[src/inc/pkt_pkg.sv]
package pkt_pkg;
	localparam int CLK_MHZ = 100;
	localparam int MAX_LEN = 22;
	localparam int PING_MAX = 16;
	localparam int VER_LEN = 16;
	localparam int FLASH_LEN = 16;
	localparam int KEY_LEN = 1;
	localparam int FAN_LEN = 4;
	localparam int TEMP_LEN = 3;
	localparam int NUM_FANS = 4;
	localparam int NUM_TEMPS = 32;
	localparam int IDXW = 5;
	localparam int FIFO_DEPTH = 4;
	localparam logic [1:0] CLS_CMD = 2'h0;
	localparam logic [1:0] CLS_RESP = 2'h1;
	localparam logic [1:0] CLS_RPT = 2'h2;
	localparam logic [1:0] CLS_ERR = 2'h3;
	localparam logic [5:0] CODE_PING = 6'h00;
	localparam logic [5:0] CODE_VER = 6'h01;
	localparam logic [5:0] CODE_FLASH_WR = 6'h02;
	localparam logic [5:0] CODE_FLASH_RD = 6'h03;
	localparam logic [5:0] CODE_STORE_BOOT = 6'h04;
	localparam logic [5:0] CODE_RPT_KEY = 6'h00;
	localparam logic [5:0] CODE_RPT_FAN = 6'h01;
	localparam logic [5:0] CODE_RPT_TEMP = 6'h02;
	localparam logic [15:0] CRC_POLY = 16'h8408;
	localparam logic [15:0] CRC_INIT = 16'hFFFF;
	localparam logic [15:0] CRC_XOROUT = 16'hFFFF;
	localparam int ACK_LIMIT_US = 250000;
	localparam int ACK_LIMIT_CYC = ACK_LIMIT_US * CLK_MHZ;
	localparam int FAN_SLOT_US = 125000;
	localparam int FAN_SLOT_CYC = FAN_SLOT_US * CLK_MHZ;
	localparam int TEMP_PERIOD_US = 1000000;
	localparam int TEMP_SLOT_CYC = TEMP_PERIOD_US * CLK_MHZ / NUM_TEMPS;
	// Arbitrary identification string, sixteen ASCII bytes.
	localparam logic [8*VER_LEN-1:0] VERSION_ID = "MODULE0:h1.0,v10";

	typedef struct packed {
		logic [1:0] cls;
		logic [5:0] code;
	} pkt_type_t;

	typedef struct packed {
		pkt_type_t ptype;
		logic [7:0] len;
	} pkt_hdr_t;

	typedef enum {SRC_NONE, SRC_RX, SRC_VER, SRC_FLASH, SRC_RPT} src_t;

	function automatic logic [15:0] crc_byte(input logic [15:0] crc, input logic [7:0] data);
		logic [15:0] c;
		c = crc ^ {8'h00, data};
		for (int i = 0; i < 8; i++) begin
			c = c[0] ? ((c >> 1) ^ CRC_POLY) : (c >> 1);
		end
		return c;
	endfunction : crc_byte
endpackage : pkt_pkg

[src/logic/crc_packet_command_protocol.sv]
// Overview of operation
// - Packet is type, length, payload, check value.
// - Type byte: two class bits, six code bits.
// - Length byte counts payload, zero to 22.
// - CRC16 covers type, length and payload.
// - CRC low byte first, right after payload.
// - Acknowledge every packet within 250 ms; frames failing the CRC or the length check get no reply here.
// - Enabled key events send report 0x80.
// - Selected fans reported as 0x81 each half second.
// - Fan report: index, cycles, ticks high, low.
// - Selected sensors reported as 0x82 each second.
// - One reply per command, same code bits.
// - Valid structure, illegal content gets error class.
// - Ping echoes length and payload, type 0x40.
// - Version query returns sixteen ASCII bytes.
// - Flash write takes sixteen bytes, empty reply.
// - Flash read returns the stored sixteen bytes.
// - Code 4 saves boot configuration, empty reply.
// - Reporting, fail-safe, watchdog not saved at boot.
// - Link runs 115200 baud, 8N1.

module sync_fifo #(
	parameter int WIDTH = 8,
	parameter int DEPTH = 4
) (
	input wire logic mclk,
	input wire logic rst_n,
	input wire logic ce,
	input wire logic [WIDTH-1:0] inData,
	input wire logic inValid,
	output logic inReady,
	output logic [WIDTH-1:0] outData,
	output logic outValid,
	input wire logic outReady
);
	localparam int AW = $clog2(DEPTH);
	logic [WIDTH-1:0] mem [DEPTH];
	logic [AW:0] wrPtr_r;
	logic [AW:0] rdPtr_r;
	logic push;
	logic pop;

	assign inReady = (wrPtr_r[AW-1:0] != rdPtr_r[AW-1:0]) || (wrPtr_r[AW] == rdPtr_r[AW]);
	assign outValid = wrPtr_r != rdPtr_r;
	assign outData = mem[rdPtr_r[AW-1:0]];
	assign push = ce && inValid && inReady;
	assign pop = ce && outValid && outReady;

	always_ff @(posedge mclk) begin
		if (push) begin
			mem[wrPtr_r[AW-1:0]] <= inData;
		end
	end

	always_ff @(posedge mclk or negedge rst_n) begin
		if (!rst_n) begin
			wrPtr_r <= '0;
			rdPtr_r <= '0;
		end else begin
			if (push) begin
				wrPtr_r <= wrPtr_r + 1'b1;
			end
			if (pop) begin
				rdPtr_r <= rdPtr_r + 1'b1;
			end
		end
	end
endmodule : sync_fifo

module crc_packet_command_protocol #(
	parameter int ACK_LIMIT_CYC = pkt_pkg::ACK_LIMIT_CYC,
	parameter int FAN_SLOT_CYC = pkt_pkg::FAN_SLOT_CYC,
	parameter int TEMP_SLOT_CYC = pkt_pkg::TEMP_SLOT_CYC
) (
	input wire logic mclk,
	input wire logic rst_n,
	input wire logic ce,
	input wire logic [7:0] rxData,
	input wire logic rxValid,
	output logic rxReady,
	output logic [7:0] txData,
	output logic txValid,
	input wire logic txReady,
	input wire logic keyEvent,
	input wire logic [7:0] keyCode,
	input wire logic keyReportEnable,
	input wire logic [pkt_pkg::NUM_FANS-1:0] fanReportMask,
	input wire logic [pkt_pkg::NUM_FANS-1:0][7:0] fanPulseCycleCount,
	input wire logic [pkt_pkg::NUM_FANS-1:0][15:0] fanTimerTicks,
	input wire logic [pkt_pkg::NUM_TEMPS-1:0] tempReportMask,
	input wire logic [pkt_pkg::NUM_TEMPS-1:0][15:0] tempValue,
	output logic [pkt_pkg::FLASH_LEN-1:0][7:0] userFlashData,
	output logic userFlashWrite,
	output logic storeBootState,
	output logic ackOverdue
);
	typedef enum {R_TYPE, R_LEN, R_DATA, R_CRCL, R_CRCH, R_HOLD} rx_state_t;
	typedef enum {T_IDLE, T_TYPE, T_LEN, T_DATA, T_CRCL, T_CRCH} tx_state_t;
	localparam int FANW = $clog2(FAN_SLOT_CYC);
	localparam int TEMPW = $clog2(TEMP_SLOT_CYC);
	localparam int ACKW = $clog2(ACK_LIMIT_CYC + 1);

	rx_state_t rxState_r;
	pkt_pkg::pkt_hdr_t rxHdr_r;
	logic [7:0] rxBuf_r [pkt_pkg::MAX_LEN];
	logic [pkt_pkg::IDXW-1:0] rxIdx_r;
	logic [15:0] rxCrc_r;
	logic [7:0] rxCrcLo_r;
	logic rxTake;

	tx_state_t txState_r;
	pkt_pkg::pkt_hdr_t txHdr_r;
	pkt_pkg::src_t txSrc_r;
	logic [pkt_pkg::IDXW-1:0] txIdx_r;
	logic [15:0] txCrc_r;
	logic [15:0] txCrcOut;
	logic txIsResp_r;
	logic [7:0] rptBuf_r [pkt_pkg::FAN_LEN];
	logic [7:0] pushByte;
	logic pushValid;
	logic pushReady;
	logic pushTake;
	logic respLoad;
	logic rptLoad;
	logic cmdDone;

	pkt_pkg::pkt_hdr_t respHdr;
	pkt_pkg::src_t respSrc;
	logic cmdLegal;

	logic keyPend_r;
	logic [7:0] keyCode_r;
	logic [pkt_pkg::NUM_FANS-1:0] fanPend_r;
	logic [pkt_pkg::NUM_TEMPS-1:0] tempPend_r;
	logic [FANW-1:0] fanTimer_r;
	logic [1:0] fanSlot_r;
	logic [TEMPW-1:0] tempTimer_r;
	logic [4:0] tempSlot_r;
	logic [ACKW-1:0] ackCount_r;
	logic fanSel;
	logic [1:0] fanIdx;
	logic tempSel;
	logic [4:0] tempIdx;

	assign rxReady = rxState_r != R_HOLD;
	// Line framing at 115200 baud 8N1 sits outside; bytes arrive here whole.
	assign rxTake = ce && rxValid && rxReady;

	always_ff @(posedge mclk or negedge rst_n) begin
		if (!rst_n) begin
			rxState_r <= R_TYPE;
			rxHdr_r <= '0;
			rxIdx_r <= '0;
			rxCrc_r <= pkt_pkg::CRC_INIT;
			rxCrcLo_r <= 8'h00;
		end else if (ce) begin
			unique case (rxState_r)
				R_TYPE: if (rxTake) begin
					rxHdr_r.ptype <= rxData;
					rxCrc_r <= pkt_pkg::crc_byte(pkt_pkg::CRC_INIT, rxData);
					rxState_r <= R_LEN;
				end
				R_LEN: if (rxTake) begin
					rxHdr_r.len <= rxData;
					rxCrc_r <= pkt_pkg::crc_byte(rxCrc_r, rxData);
					rxIdx_r <= '0;
					if (rxData > 8'(pkt_pkg::MAX_LEN)) begin
						rxState_r <= R_TYPE;
					end else begin
						rxState_r <= (rxData == 8'h00) ? R_CRCL : R_DATA;
					end
				end
				R_DATA: if (rxTake) begin
					rxCrc_r <= pkt_pkg::crc_byte(rxCrc_r, rxData);
					rxIdx_r <= rxIdx_r + 1'b1;
					if ({3'h0, rxIdx_r} == rxHdr_r.len - 8'h01) begin
						rxState_r <= R_CRCL;
					end
				end
				R_CRCL: if (rxTake) begin
					rxCrcLo_r <= rxData;
					rxState_r <= R_CRCH;
				end
				R_CRCH: if (rxTake) begin
					// A corrupted frame is dropped without reply; hunting resumes at the next byte.
					rxState_r <= ({rxData, rxCrcLo_r} == (rxCrc_r ^ pkt_pkg::CRC_XOROUT))
						? R_HOLD : R_TYPE;
				end
				R_HOLD: if (cmdDone) begin
					rxState_r <= R_TYPE;
				end
			endcase
		end
	end

	always_ff @(posedge mclk) begin
		if (rxTake && rxState_r == R_DATA) begin
			rxBuf_r[rxIdx_r] <= rxData;
		end
	end

	always_comb begin
		cmdLegal = 1'b0;
		respSrc = pkt_pkg::SRC_NONE;
		respHdr.ptype.code = rxHdr_r.ptype.code;
		respHdr.len = 8'h00;
		if (rxHdr_r.ptype.cls == pkt_pkg::CLS_CMD) begin
			unique case (rxHdr_r.ptype.code)
				pkt_pkg::CODE_PING: if (rxHdr_r.len <= 8'(pkt_pkg::PING_MAX)) begin
					cmdLegal = 1'b1;
					respSrc = pkt_pkg::SRC_RX;
					respHdr.len = rxHdr_r.len;
				end
				pkt_pkg::CODE_VER: if (rxHdr_r.len == 8'h00) begin
					cmdLegal = 1'b1;
					respSrc = pkt_pkg::SRC_VER;
					respHdr.len = 8'(pkt_pkg::VER_LEN);
				end
				pkt_pkg::CODE_FLASH_WR: cmdLegal = rxHdr_r.len == 8'(pkt_pkg::FLASH_LEN);
				pkt_pkg::CODE_FLASH_RD: if (rxHdr_r.len == 8'h00) begin
					cmdLegal = 1'b1;
					respSrc = pkt_pkg::SRC_FLASH;
					respHdr.len = 8'(pkt_pkg::FLASH_LEN);
				end
				pkt_pkg::CODE_STORE_BOOT: cmdLegal = rxHdr_r.len == 8'h00;
				default: cmdLegal = 1'b0;
			endcase
		end
		if (!cmdLegal) begin
			respSrc = pkt_pkg::SRC_NONE;
			respHdr.len = 8'h00;
		end
		respHdr.ptype.cls = cmdLegal ? pkt_pkg::CLS_RESP : pkt_pkg::CLS_ERR;
	end

	always_comb begin
		fanSel = 1'b0;
		fanIdx = 2'h0;
		for (int i = pkt_pkg::NUM_FANS - 1; i >= 0; i--) begin
			if (fanPend_r[i]) begin
				fanSel = 1'b1;
				fanIdx = 2'(i);
			end
		end
		tempSel = 1'b0;
		tempIdx = 5'h00;
		for (int i = pkt_pkg::NUM_TEMPS - 1; i >= 0; i--) begin
			if (tempPend_r[i]) begin
				tempSel = 1'b1;
				tempIdx = 5'(i);
			end
		end
	end

	// Replies take priority over reports so a report burst cannot starve the acknowledgement.
	assign respLoad = ce && txState_r == T_IDLE && rxState_r == R_HOLD;
	assign rptLoad = ce && txState_r == T_IDLE && !respLoad && (keyPend_r || fanSel || tempSel);
	assign cmdDone = pushTake && txState_r == T_CRCH && txIsResp_r;

	always_ff @(posedge mclk or negedge rst_n) begin
		if (!rst_n) begin
			txState_r <= T_IDLE;
			txHdr_r <= '0;
			txSrc_r <= pkt_pkg::SRC_NONE;
			txIdx_r <= '0;
			txCrc_r <= pkt_pkg::CRC_INIT;
			txIsResp_r <= 1'b0;
			for (int i = 0; i < pkt_pkg::FAN_LEN; i++) begin
				rptBuf_r[i] <= 8'h00;
			end
		end else if (ce) begin
			if (respLoad) begin
				txHdr_r <= respHdr;
				txSrc_r <= respSrc;
				txIsResp_r <= 1'b1;
				txState_r <= T_TYPE;
			end else if (rptLoad) begin
				txHdr_r.ptype.cls <= pkt_pkg::CLS_RPT;
				txSrc_r <= pkt_pkg::SRC_RPT;
				txIsResp_r <= 1'b0;
				txState_r <= T_TYPE;
				if (keyPend_r) begin
					txHdr_r.ptype.code <= pkt_pkg::CODE_RPT_KEY;
					txHdr_r.len <= 8'(pkt_pkg::KEY_LEN);
					rptBuf_r[0] <= keyCode_r;
				end else if (fanSel) begin
					txHdr_r.ptype.code <= pkt_pkg::CODE_RPT_FAN;
					txHdr_r.len <= 8'(pkt_pkg::FAN_LEN);
					rptBuf_r[0] <= {6'h00, fanIdx};
					rptBuf_r[1] <= fanPulseCycleCount[fanIdx];
					rptBuf_r[2] <= fanTimerTicks[fanIdx][15:8];
					rptBuf_r[3] <= fanTimerTicks[fanIdx][7:0];
				end else begin
					txHdr_r.ptype.code <= pkt_pkg::CODE_RPT_TEMP;
					txHdr_r.len <= 8'(pkt_pkg::TEMP_LEN);
					rptBuf_r[0] <= {3'h0, tempIdx};
					rptBuf_r[1] <= tempValue[tempIdx][15:8];
					rptBuf_r[2] <= tempValue[tempIdx][7:0];
				end
			end else if (pushTake) begin
				unique case (txState_r)
					T_TYPE: begin
						txCrc_r <= pkt_pkg::crc_byte(pkt_pkg::CRC_INIT, pushByte);
						txState_r <= T_LEN;
					end
					T_LEN: begin
						txCrc_r <= pkt_pkg::crc_byte(txCrc_r, pushByte);
						txIdx_r <= '0;
						txState_r <= (txHdr_r.len == 8'h00) ? T_CRCL : T_DATA;
					end
					T_DATA: begin
						txCrc_r <= pkt_pkg::crc_byte(txCrc_r, pushByte);
						txIdx_r <= txIdx_r + 1'b1;
						if ({3'h0, txIdx_r} == txHdr_r.len - 8'h01) begin
							txState_r <= T_CRCL;
						end
					end
					T_CRCL: txState_r <= T_CRCH;
					T_CRCH: txState_r <= T_IDLE;
					default: txState_r <= T_IDLE;
				endcase
			end
		end
	end

	assign txCrcOut = txCrc_r ^ pkt_pkg::CRC_XOROUT;
	assign pushValid = txState_r != T_IDLE;
	assign pushTake = ce && pushValid && pushReady;

	always_comb begin
		pushByte = 8'h00;
		unique case (txState_r)
			T_TYPE: pushByte = txHdr_r.ptype;
			T_LEN: pushByte = txHdr_r.len;
			T_DATA: begin
				unique case (txSrc_r)
					pkt_pkg::SRC_RX: pushByte = rxBuf_r[txIdx_r];
					pkt_pkg::SRC_VER: pushByte = pkt_pkg::VERSION_ID[8*(pkt_pkg::VER_LEN-1-txIdx_r) +: 8];
					pkt_pkg::SRC_FLASH: pushByte = userFlashData[txIdx_r[3:0]];
					pkt_pkg::SRC_RPT: pushByte = rptBuf_r[txIdx_r[1:0]];
					pkt_pkg::SRC_NONE: pushByte = 8'h00;
				endcase
			end
			T_CRCL: pushByte = txCrcOut[7:0];
			T_CRCH: pushByte = txCrcOut[15:8];
			T_IDLE: pushByte = 8'h00;
		endcase
	end

	always_ff @(posedge mclk or negedge rst_n) begin
		if (!rst_n) begin
			userFlashData <= '0;
			userFlashWrite <= 1'b0;
			storeBootState <= 1'b0;
		end else if (ce) begin
			userFlashWrite <= 1'b0;
			storeBootState <= 1'b0;
			if (respLoad && cmdLegal && rxHdr_r.ptype.code == pkt_pkg::CODE_FLASH_WR) begin
				for (int i = 0; i < pkt_pkg::FLASH_LEN; i++) begin
					userFlashData[i] <= rxBuf_r[i];
				end
				userFlashWrite <= 1'b1;
			end
			// The snapshot pulse covers display and I/O settings only; report masks stay outside.
			if (respLoad && cmdLegal && rxHdr_r.ptype.code == pkt_pkg::CODE_STORE_BOOT) begin
				storeBootState <= 1'b1;
			end
		end
	end

	always_ff @(posedge mclk or negedge rst_n) begin
		if (!rst_n) begin
			keyPend_r <= 1'b0;
			keyCode_r <= 8'h00;
		end else if (ce) begin
			// A new event in the load cycle wins over the clear.
			if (keyEvent && keyReportEnable) begin
				keyPend_r <= 1'b1;
				keyCode_r <= keyCode;
			end else if (rptLoad) begin
				keyPend_r <= 1'b0;
			end
		end
	end

	always_ff @(posedge mclk or negedge rst_n) begin
		if (!rst_n) begin
			fanTimer_r <= '0;
			fanSlot_r <= 2'h0;
			fanPend_r <= '0;
		end else if (ce) begin
			logic [pkt_pkg::NUM_FANS-1:0] clr;
			logic [pkt_pkg::NUM_FANS-1:0] set;
			clr = '0;
			set = '0;
			if (rptLoad && !keyPend_r && fanSel) begin
				clr[fanIdx] = 1'b1;
			end
			if (fanTimer_r == FANW'(FAN_SLOT_CYC - 1)) begin
				fanTimer_r <= '0;
				fanSlot_r <= fanSlot_r + 1'b1;
				set[fanSlot_r] = fanReportMask[fanSlot_r];
			end else begin
				fanTimer_r <= fanTimer_r + 1'b1;
			end
			fanPend_r <= (fanPend_r & ~clr) | set;
		end
	end

	always_ff @(posedge mclk or negedge rst_n) begin
		if (!rst_n) begin
			tempTimer_r <= '0;
			tempSlot_r <= 5'h00;
			tempPend_r <= '0;
		end else if (ce) begin
			logic [pkt_pkg::NUM_TEMPS-1:0] clr;
			logic [pkt_pkg::NUM_TEMPS-1:0] set;
			clr = '0;
			set = '0;
			if (rptLoad && !keyPend_r && !fanSel) begin
				clr[tempIdx] = 1'b1;
			end
			if (tempTimer_r == TEMPW'(TEMP_SLOT_CYC - 1)) begin
				tempTimer_r <= '0;
				tempSlot_r <= tempSlot_r + 1'b1;
				set[tempSlot_r] = tempReportMask[tempSlot_r];
			end else begin
				tempTimer_r <= tempTimer_r + 1'b1;
			end
			tempPend_r <= (tempPend_r & ~clr) | set;
		end
	end

	// The reply itself leaves within a few cycles; only a stalled drain can make it late.
	always_ff @(posedge mclk or negedge rst_n) begin
		if (!rst_n) begin
			ackCount_r <= '0;
			ackOverdue <= 1'b0;
		end else if (ce) begin
			if (rxState_r != R_HOLD || cmdDone) begin
				ackCount_r <= '0;
			end else if (ackCount_r != ACKW'(ACK_LIMIT_CYC)) begin
				ackCount_r <= ackCount_r + 1'b1;
			end
			if (rxState_r == R_HOLD && ackCount_r == ACKW'(ACK_LIMIT_CYC - 1)) begin
				ackOverdue <= 1'b1;
			end else if (cmdDone) begin
				ackOverdue <= 1'b0;
			end
		end
	end

	sync_fifo #(
		.WIDTH(8),
		.DEPTH(pkt_pkg::FIFO_DEPTH)
	) txFifo (
		.mclk(mclk),
		.rst_n(rst_n),
		.ce(ce),
		.inData(pushByte),
		.inValid(pushValid),
		.inReady(pushReady),
		.outData(txData),
		.outValid(txValid),
		.outReady(txReady)
	);
endmodule : crc_packet_command_protocol

[config.mk]
export PLATFORM = sky130hd
export DESIGN_NAME = crc_packet_command_protocol
export DESIGN_NICKNAME = d
export VERILOG_FILES = /design/src/inc/pkt_pkg.sv /design/src/logic/crc_packet_command_protocol.sv
export SDC_FILE = /design/constraint.sdc
export NUM_CORES = 1
export LEC_CHECK = 0
export BUFFER_PORTS_ARGS = -buffer_cell sky130_fd_sc_hd__buf_2
export CAP_MARGIN = 40
export CORE_AREA = 4 4 313 315
export CTS_CLUSTER_DIAMETER = 50
export DETAILED_ROUTE_END_ITERATION = 8
export DIE_AREA = 0 0 317 319
export GPL_TIMING_DRIVEN = 0
export PLACE_DENSITY = 0.61
export SYNTH_ARGS = -nofsm -noshare
export SYNTH_HDL_FRONTEND = slang
export SYNTH_SLANG_ARGS = --single-unit
[constraint.sdc]
create_clock -name mclk -period 8.8 [get_ports mclk]
set_clock_uncertainty 0.05 [all_clocks]
set_input_delay 0.44 -clock mclk [delete_from_list [all_inputs] [get_ports mclk]]
set_output_delay 0.44 -clock mclk [all_outputs]
set_load 0.02 [all_outputs]
==> results.md, run 1 <==
* Syn nets at 3,911
* Setup violators final at 0
* Ranking of synthesized cells by area: dfrtp_1 (26%), edfxtp_1 (19%), mux2_2 (6.1%), nand2_1 (5.9%), mux4_2 (5.6%)
* Required time of the critical path at a little over 9000 ps
* CTS resizes at 0
* Share of cells above drive strength 1 at 33.9%
* Clk buf depth at 3
* Period utilization at 57.1%
* Gr ovfl total at 0
* Wire length on met2 at about 76,000 um
* CTS tree: done
* Fin Setup TNS at 0 ps
* Routed Antenna Nets at 0
* Post-Syn Area at 33,700 um2
* Post-Place Cells at 5,344
* Die area at 101,000 um2
* Cell chain of the critical path: nand2b_1 -> a221oi_1 -> o211ai_1 -> a211oi_1 -> clkbuf_1 -> buf_2 -> clkbuf_1 -> nand2_1 -> a32oi_1 -> a22oi_1 -> a41oi_1
* Slowest-stage cell, CP: clkbuf_1
* First-pass iteration count of the detailed router at 8
* Hpwl dp at 146,000 um
* Vias after detailed routing at 33.0k
* Clock sinks at 591
* Max_slew headroom at 28.3%
* First-pass GRT wire length at 249,000 um
* Most numerous cell in the Yosys netlist: nand2_1
* Fmax at 199 MHz
* Vias in the first global route at 31.5k
* FF+latch count, synth at about 590
* Number of flops mapped to enable cells by yosys at 208
* Port Buffers at 807
* Final Hold Slack at 128 ps
* Leakage Power at 19.5 nW
* Total track usage at roughly a third
* Initial core utilization at roughly 35%
* Num rows at 113
* Max IR drop VDD at 219 uV
* Most used cell, CP: clkbuf_1
* Final hold viol count at 0
* Syn Inst Count at approximately 3.2k
* Arr. time, crit path at about 5500 ps
* Drt first-iter violations at 4,447
* Main synth FF type: dfrtp_1
* Worst Path Class, Setup: register to register
* Netlist cell types at 87
* Io pins at just over 800
* Largest net degree at the start of global routing at 113
* Total of max-cap violations at 0
* Die Y-Extent at 319 um
* Setup crit start kind: register
* Metal3 WL at 23,300 um
* Drt drc at 0
* Total CTS buffers at 81
* Drt wl/cell at around 33 um
* Routed vias/inst at 5.96
* Synth area leader: dfrtp_1
* Fin cells at approximately 5.5k
* Number of H-tree levels at 3
* Gpl congestion at 1.02
* Synth cell count leaders: nand2_1 (531), dfrtp_1 (351), nor2_1 (234)
* Clock Pin Slew Worst Setup and Hold Paths at ~60 ps
* RSZ-0062 raised after global routing: false
* Slew @ Worst Pin at around 1100 ps
* P&R area growth vs syn at 27.8%
* Syn. warnings at 0
* WL met1 at 73,800 um
* Pwr/cell area at 241 nW/um2
* Synth async-reset ratio at 64.8%
* Max-slew violations at 0
* Sequential share of the synthesized area at 47.2%
* Syn_area_per_cell at 10.5 um2
* Tot Pwr at 10.4 mW
* Routed WL at 183,000 um
* Final min period at 5020 ps
* Core Region at 94,900 um2
* Skew-Pair Late Insertion Delay at 660 ps
* Crit path largest cell delay at approximately 800 ps
* CP max FO at 11
* Worst hold path type: input port to register
* Clk root buf: clkbuf_16
* Crit. End Element: register
* Initial antenna violation count at 40
* Outcome: complete, no violations
* Die span in x at 317 um
* NumNets Final at 4,868
* Top-area cell type share of the netlist area at about a quarter
* Filler Cells Inserted at about 9.2k
* Top sig layer: met5
==> flip-flops by register name, summed over array words and instances (netlist names), 4 cells and up <==
name / flops
rxBuf_r: 176
userFlashData: 128
rptBuf_r: 32
tempPend_r: 32
txFifo.mem: 32
ackCount_r: 25
fanTimer_r: 24
tempTimer_r: 22
rxCrc_r: 16
txCrc_r: 16
txHdr_r: 16
rxHdr_r: 10
keyCode_r: 8
rxCrcLo_r: 8
respHdr: 6
rxIdx_r: 5
tempSlot_r: 5
txIdx_r: 5
fanPend_r: 4
==> placed cells by master, fill, tap and decap left out, drive strengths merged, types with 11 or more instances in the layout <==
master	count
nor2b	25
nor3	51
a221oi	86
ha	25
dfstp	32
a311oi	17
a22oi	13
o21ai	120
buf	984
o22ai	37
nor2	234
clkinv	23
inv	58
o221ai	11
dfrtp	351
or3	21
a22o	24
edfxtp	208
nand2b	20
a31oi	49
nand3	112
xnor2	105
and3	35
nand4	27
a211oi	25
mux2	182
clkbuf	205
nor4	22
a32oi	17
and2	12
diode	35
a21oi	142
mux2i	121
or4	14
xor2	85
nand2	531
mux4	84
==> per-layer routing <==
metal	vias to the layer above	global-route usage (%)
li1	13900	-
met1	16600	47.7
met2	2232	49.9
met3	387	13.2
met4	18	14.4
met5	-	0
==> logic make-up after synthesis <==
group | Yosys count | synth area share, %
buffers and inverters | 267 | 3.89
adders and majority gates | 25 | 0.929
muxes | 387 | 15.3
DFF | 591 | 47.2
xor gates and xnor gates | 190 | 4.94
AOI/OAI and AO/OA | 627 | 12.8
and+or+nand+nor | 1132 | 15.0
==> where the power goes <==
part           total (mW)  leakage (nW)  internal, mW  switching, mW
Sequential           3.53          6.95          3.25          0.280
Combinational        3.31          11.1          1.33           1.98
Clock                3.54          1.42          2.11           1.43
==> worst max-delay path: cells and delay by family (launching register included) <==
family                 cells  cell delay (ps)
AND/OR/NAND/NOR            2              500
flip-flops                 1              400
buffers and inverters      3             1920
AO/OA/AOI/OAI              6             2050
==> final timing paths <==
check	to	start	slack [ps]	depth (start not counted)
max	rptBuf_r[8]	tempPend_r[30]	3780	11
min	txFifo.rdPtr_r[0]	txReady	130	3
max reg2reg	rptBuf_r[8]	tempPend_r[30]	3780	11
min reg2reg	userFlashData[90]	rxBuf_r[11][2]	420	1
max in group asynchronous	ackCount_r[0]	rst_n	6870	4
min in group asynchronous	userFlashData[90]	rst_n	250	2
==> timing repair <==
action,in CTS,in global routing
hold buffers,9,0
setup buffers,0,0
hold endpoints to repair,64,0
==> stage by stage <==
stage               setup slack (ps)  util (%)  area (um2)
CTS                             4180      45.2       42900
global placement               -1080      41.4       39300
floorplan                       5860         -       33700
finish                          3780      45.3       43000
global route                    3840      45.3       42900
detailed placement              4210      42.0       39900
==> area by class of cell <==
class	instances	area, um2	share of cell area (%)
timing repair buffer	874	4730	11.0
antenna	35	87.6	0.204
sequential	591	15900	36.9
clock buffer	99	2160	5.03
tap	1265	1580	3.68
inverter	42	158	0.367
clock inverter	53	773	1.80
buffer	225	1150	2.68
multi-input combinational	2361	16500	38.3
Note: power is estimated with default switching activity, not from simulation.
==> run 2: changes to the inputs <==
--- a/config.mk
+++ b/config.mk
@@ -12,7 +12,7 @@
 export DETAILED_ROUTE_END_ITERATION = 8
 export DIE_AREA = 0 0 317 319
 export GPL_TIMING_DRIVEN = 0
-export PLACE_DENSITY = 0.61
+export PLACE_DENSITY = 0.63
 export SYNTH_ARGS = -nofsm -noshare
 export SYNTH_HDL_FRONTEND = slang
 export SYNTH_SLANG_ARGS = --single-unit
==> constraint.sdc (replaced) <==
create_clock -name mclk -period 4.2 [get_ports mclk]
set_clock_uncertainty 0.05 [all_clocks]
set_input_delay 0.21 -clock mclk [delete_from_list [all_inputs] [get_ports mclk]]
set_output_delay 0.21 -clock mclk [all_outputs]
set_load 0.02 [all_outputs]
==> run 2 against run 1 <==
Net effect: global-route usage fell by 0.39 points; count of clock-buffer cells in the layout rose by 6; utilization rose by 0.38 points; die area did not move; first-iteration DRC count rose by 0.27%; maximum frequency rose by 19%; design area rose by 0.83%; the run now ends with setup timing left; wire length fell by 0.55%.
==> results.md, run 2 (synthesized netlist as in run 1, its figures left out) <==
* Outcome: finished, violations left
* Failing checks: setup timing
* Most flops, register: rxBuf_r
* Num rows at 113
* Gr ovfl total at 0
* Skew-Pair Late Insertion Delay at 650 ps
* Crit Reg-Reg Endpoint: rptBuf_r[15]
* Hpwl dp at 145,000 um
* Worst Path Class, Setup: register to register
* Hold Crit Depth at 5
* Crit. End Element: register
* Largest registers: rxBuf_r x176, userFlashData x128
* Clock Pin Slew Worst Setup and Hold Paths at roughly 50 ps
* Flop-to-flop setup slack at -30 ps
* RSZ-0062 raised after global routing: false
* Final hold viol count at 0
* Most frequent cells in the layout: buf_2 (865), nand2_1 (530), dfrtp_1 (351)
* Hold Startpoint: tempValue[351]
* Hold Path Sink: rptBuf_r[23]
* Slowest-stage cell, CP: dfrtp_1
* Total track usage at 34.6%
* Arr. time, crit path at 4680 ps
* Total CTS buffers at 78
* Port Buffers at slightly above 800
* Filler Cells Inserted at 9,127
* Worst hold path type: input port to register
* Cell chain of the critical path: nor2b_2 -> a2111oi_4 -> a21boi_2 -> a211o_1 -> buf_4 -> buf_2 -> buf_4 -> nand2_2 -> a221oi_1 -> o32ai_1 -> nor4_1 -> clkdlybuf4s15_2 -> a221oi_1
* Max-slew violations at 0
* Leakage Power at 19.6 nW
* Routed vias/inst at 5.96
* First-pass GRT wire length at 247,000 um
* Largest net degree at the start of global routing at 110
* Die Y-Extent at 319 um
* Worst reg2reg path depth at 13
* Max IR drop VDD at 386 uV
* Die span in x at between 300 and 400 um
* Vias after detailed routing at 33.1k
* Io pins at a little over 800
* Routed WL at about 180,000 um
* Initial core utilization at between 30% and 40%
* Vias in the first global route at 31.6k
* Crit path largest cell delay at 470 ps
* Required time of the critical path at 4650 ps
* CTS tree: done
* Clock sinks at just under 600
* Post-CTS Setup Bufs at 0
* Reg2reg start: tempPend_r[9]
* NumNets Final at 4,889
* Gpl congestion at 1.05
* Slew @ Worst Pin at 1040 ps
* Total of max-cap violations at 0
* Die area at 101,000 um2
* Drt first-iter violations at about 4.5k
* Routed Antenna Nets at 0
* Final min period at about 4200 ps
* Bufs and invs on worst path at 4
* Fin cells at 5,551
* Top delay family on crit path: compound AO/OA/AOI/OAI gates
* Number of H-tree levels at 3
* Crit path depth at 13
* First-pass iteration count of the detailed router at 6
* Fmax at 236 MHz
* Largest register FFs at 176
* Period utilization at 101%
* Clk root buf: clkbuf_16
* Clk buf depth at 3
* Initial antenna violation count at 38
* CP max FO at 10
* Drt wl/cell at 32.7 um
* Post-Place Cells at 5,347
* Tot Pwr at ~22 mW
* Setup crit start kind: register
* Setup violators final at 2
* Share of cells above drive strength 1 at between 30% and 40%
* Pwr/cell area at 497 nW/um2
* Core Region at roughly 95,000 um2
* Commonest non-fill, non-tap cell in the layout: buf_2
* Max_slew headroom at 30.8%
* Setup slack after layout at -33.4 ps
* P&R area growth vs syn at 28.8%
* Drt drc at 0
-- run 2: metrics by stage --
| stage | utilization, % | cell area, um2 | setup TNS (ps) | hold WS (ps) | worst slack (ps) |
|---|---|---|---|---|---|
| after floorplan | - | 33700 | 0 | -136 | 1260 |
| after global placement | 41.4 | 39300 | -1954760 | 396 | -5350 |
| after detailed placement | 42.1 | 39900 | -9310 | 170 | -665 |
| after CTS | 45.5 | 43200 | 0 | 2.09 | 4.91 |
| after global routing | 45.7 | 43300 | 0 | 23.0 | 2.85 |
| final | 45.7 | 43400 | -40.1 | 26.4 | -33.4 |
-- run 2: power breakdown --
group / switching [mW] / leakage [nW] / total [mW] / internal, mW
registers: 0.555 / 6.95 / 7.36 / 6.81
logic: 4.20 / 11.3 / 7.03 / 2.82
clock network: 2.79 / 1.36 / 7.17 / 4.38
-- run 2: final cells by class --
| cell class | count | area, um2 | share of cell area (%) |
|---|---|---|---|
| diodes | 24 | 60.1 | 0.139 |
| plain buffers | 223 | 1210 | 2.80 |
| clock buffers | 105 | 2210 | 5.09 |
| clock inverters | 40 | 629 | 1.45 |
| inverters | 42 | 158 | 0.364 |
| multi-input cells | 2361 | 16600 | 38.4 |
| flip-flops and latches | 591 | 15900 | 36.6 |
| well taps | 1265 | 1580 | 3.65 |
| repair buffers | 900 | 5010 | 11.6 |
-- run 2: worst register-to-register path, delay by kind of cell (launching register included) --
family | cells | cell delay, ps
AO/OA/AOI/OAI | 6 | 1490
AND/OR/NAND/NOR | 3 | 900
buffers and inverters | 4 | 1200
flip-flops | 1 | 470
-- run 2: worst max path at each step --
stage	startpoint	to	slack, ps
6_report	tempPend_r[9]	rptBuf_r[15]	-30
5_1_grt	tempPend_r[27]	rptBuf_r[8]	3
4_1_cts	txIdx_r[1]	txCrc_r[1]	5
3_5_place_dp	tempPend_r[30]	rptBuf_r[12]	-670
3_3_place_gp	rst_n	rptBuf_r[20]	-5350
2_1_floorplan	txIdx_r[0]	txCrc_r[1]	1260
-- run 2: timing repair --
item	CTS	global route
endpoints found under the hold margin	86	0
resized for setup	22	47
cloned	0	0
pin swaps	0	0
setup endpoints to repair	34	33
hold buffers	35	0
-- run 2: per-layer routing --
layer / global-route usage [%] / up-vias / routed length [um]
li1: - / 13900 / -
met4: 15.3 / 12 / 8880
met3: 12.7 / 377 / 22900
met1: 46.6 / 16500 / 72800
met2: 49.7 / 2244 / 76700
met5: 0.473 / - / 139
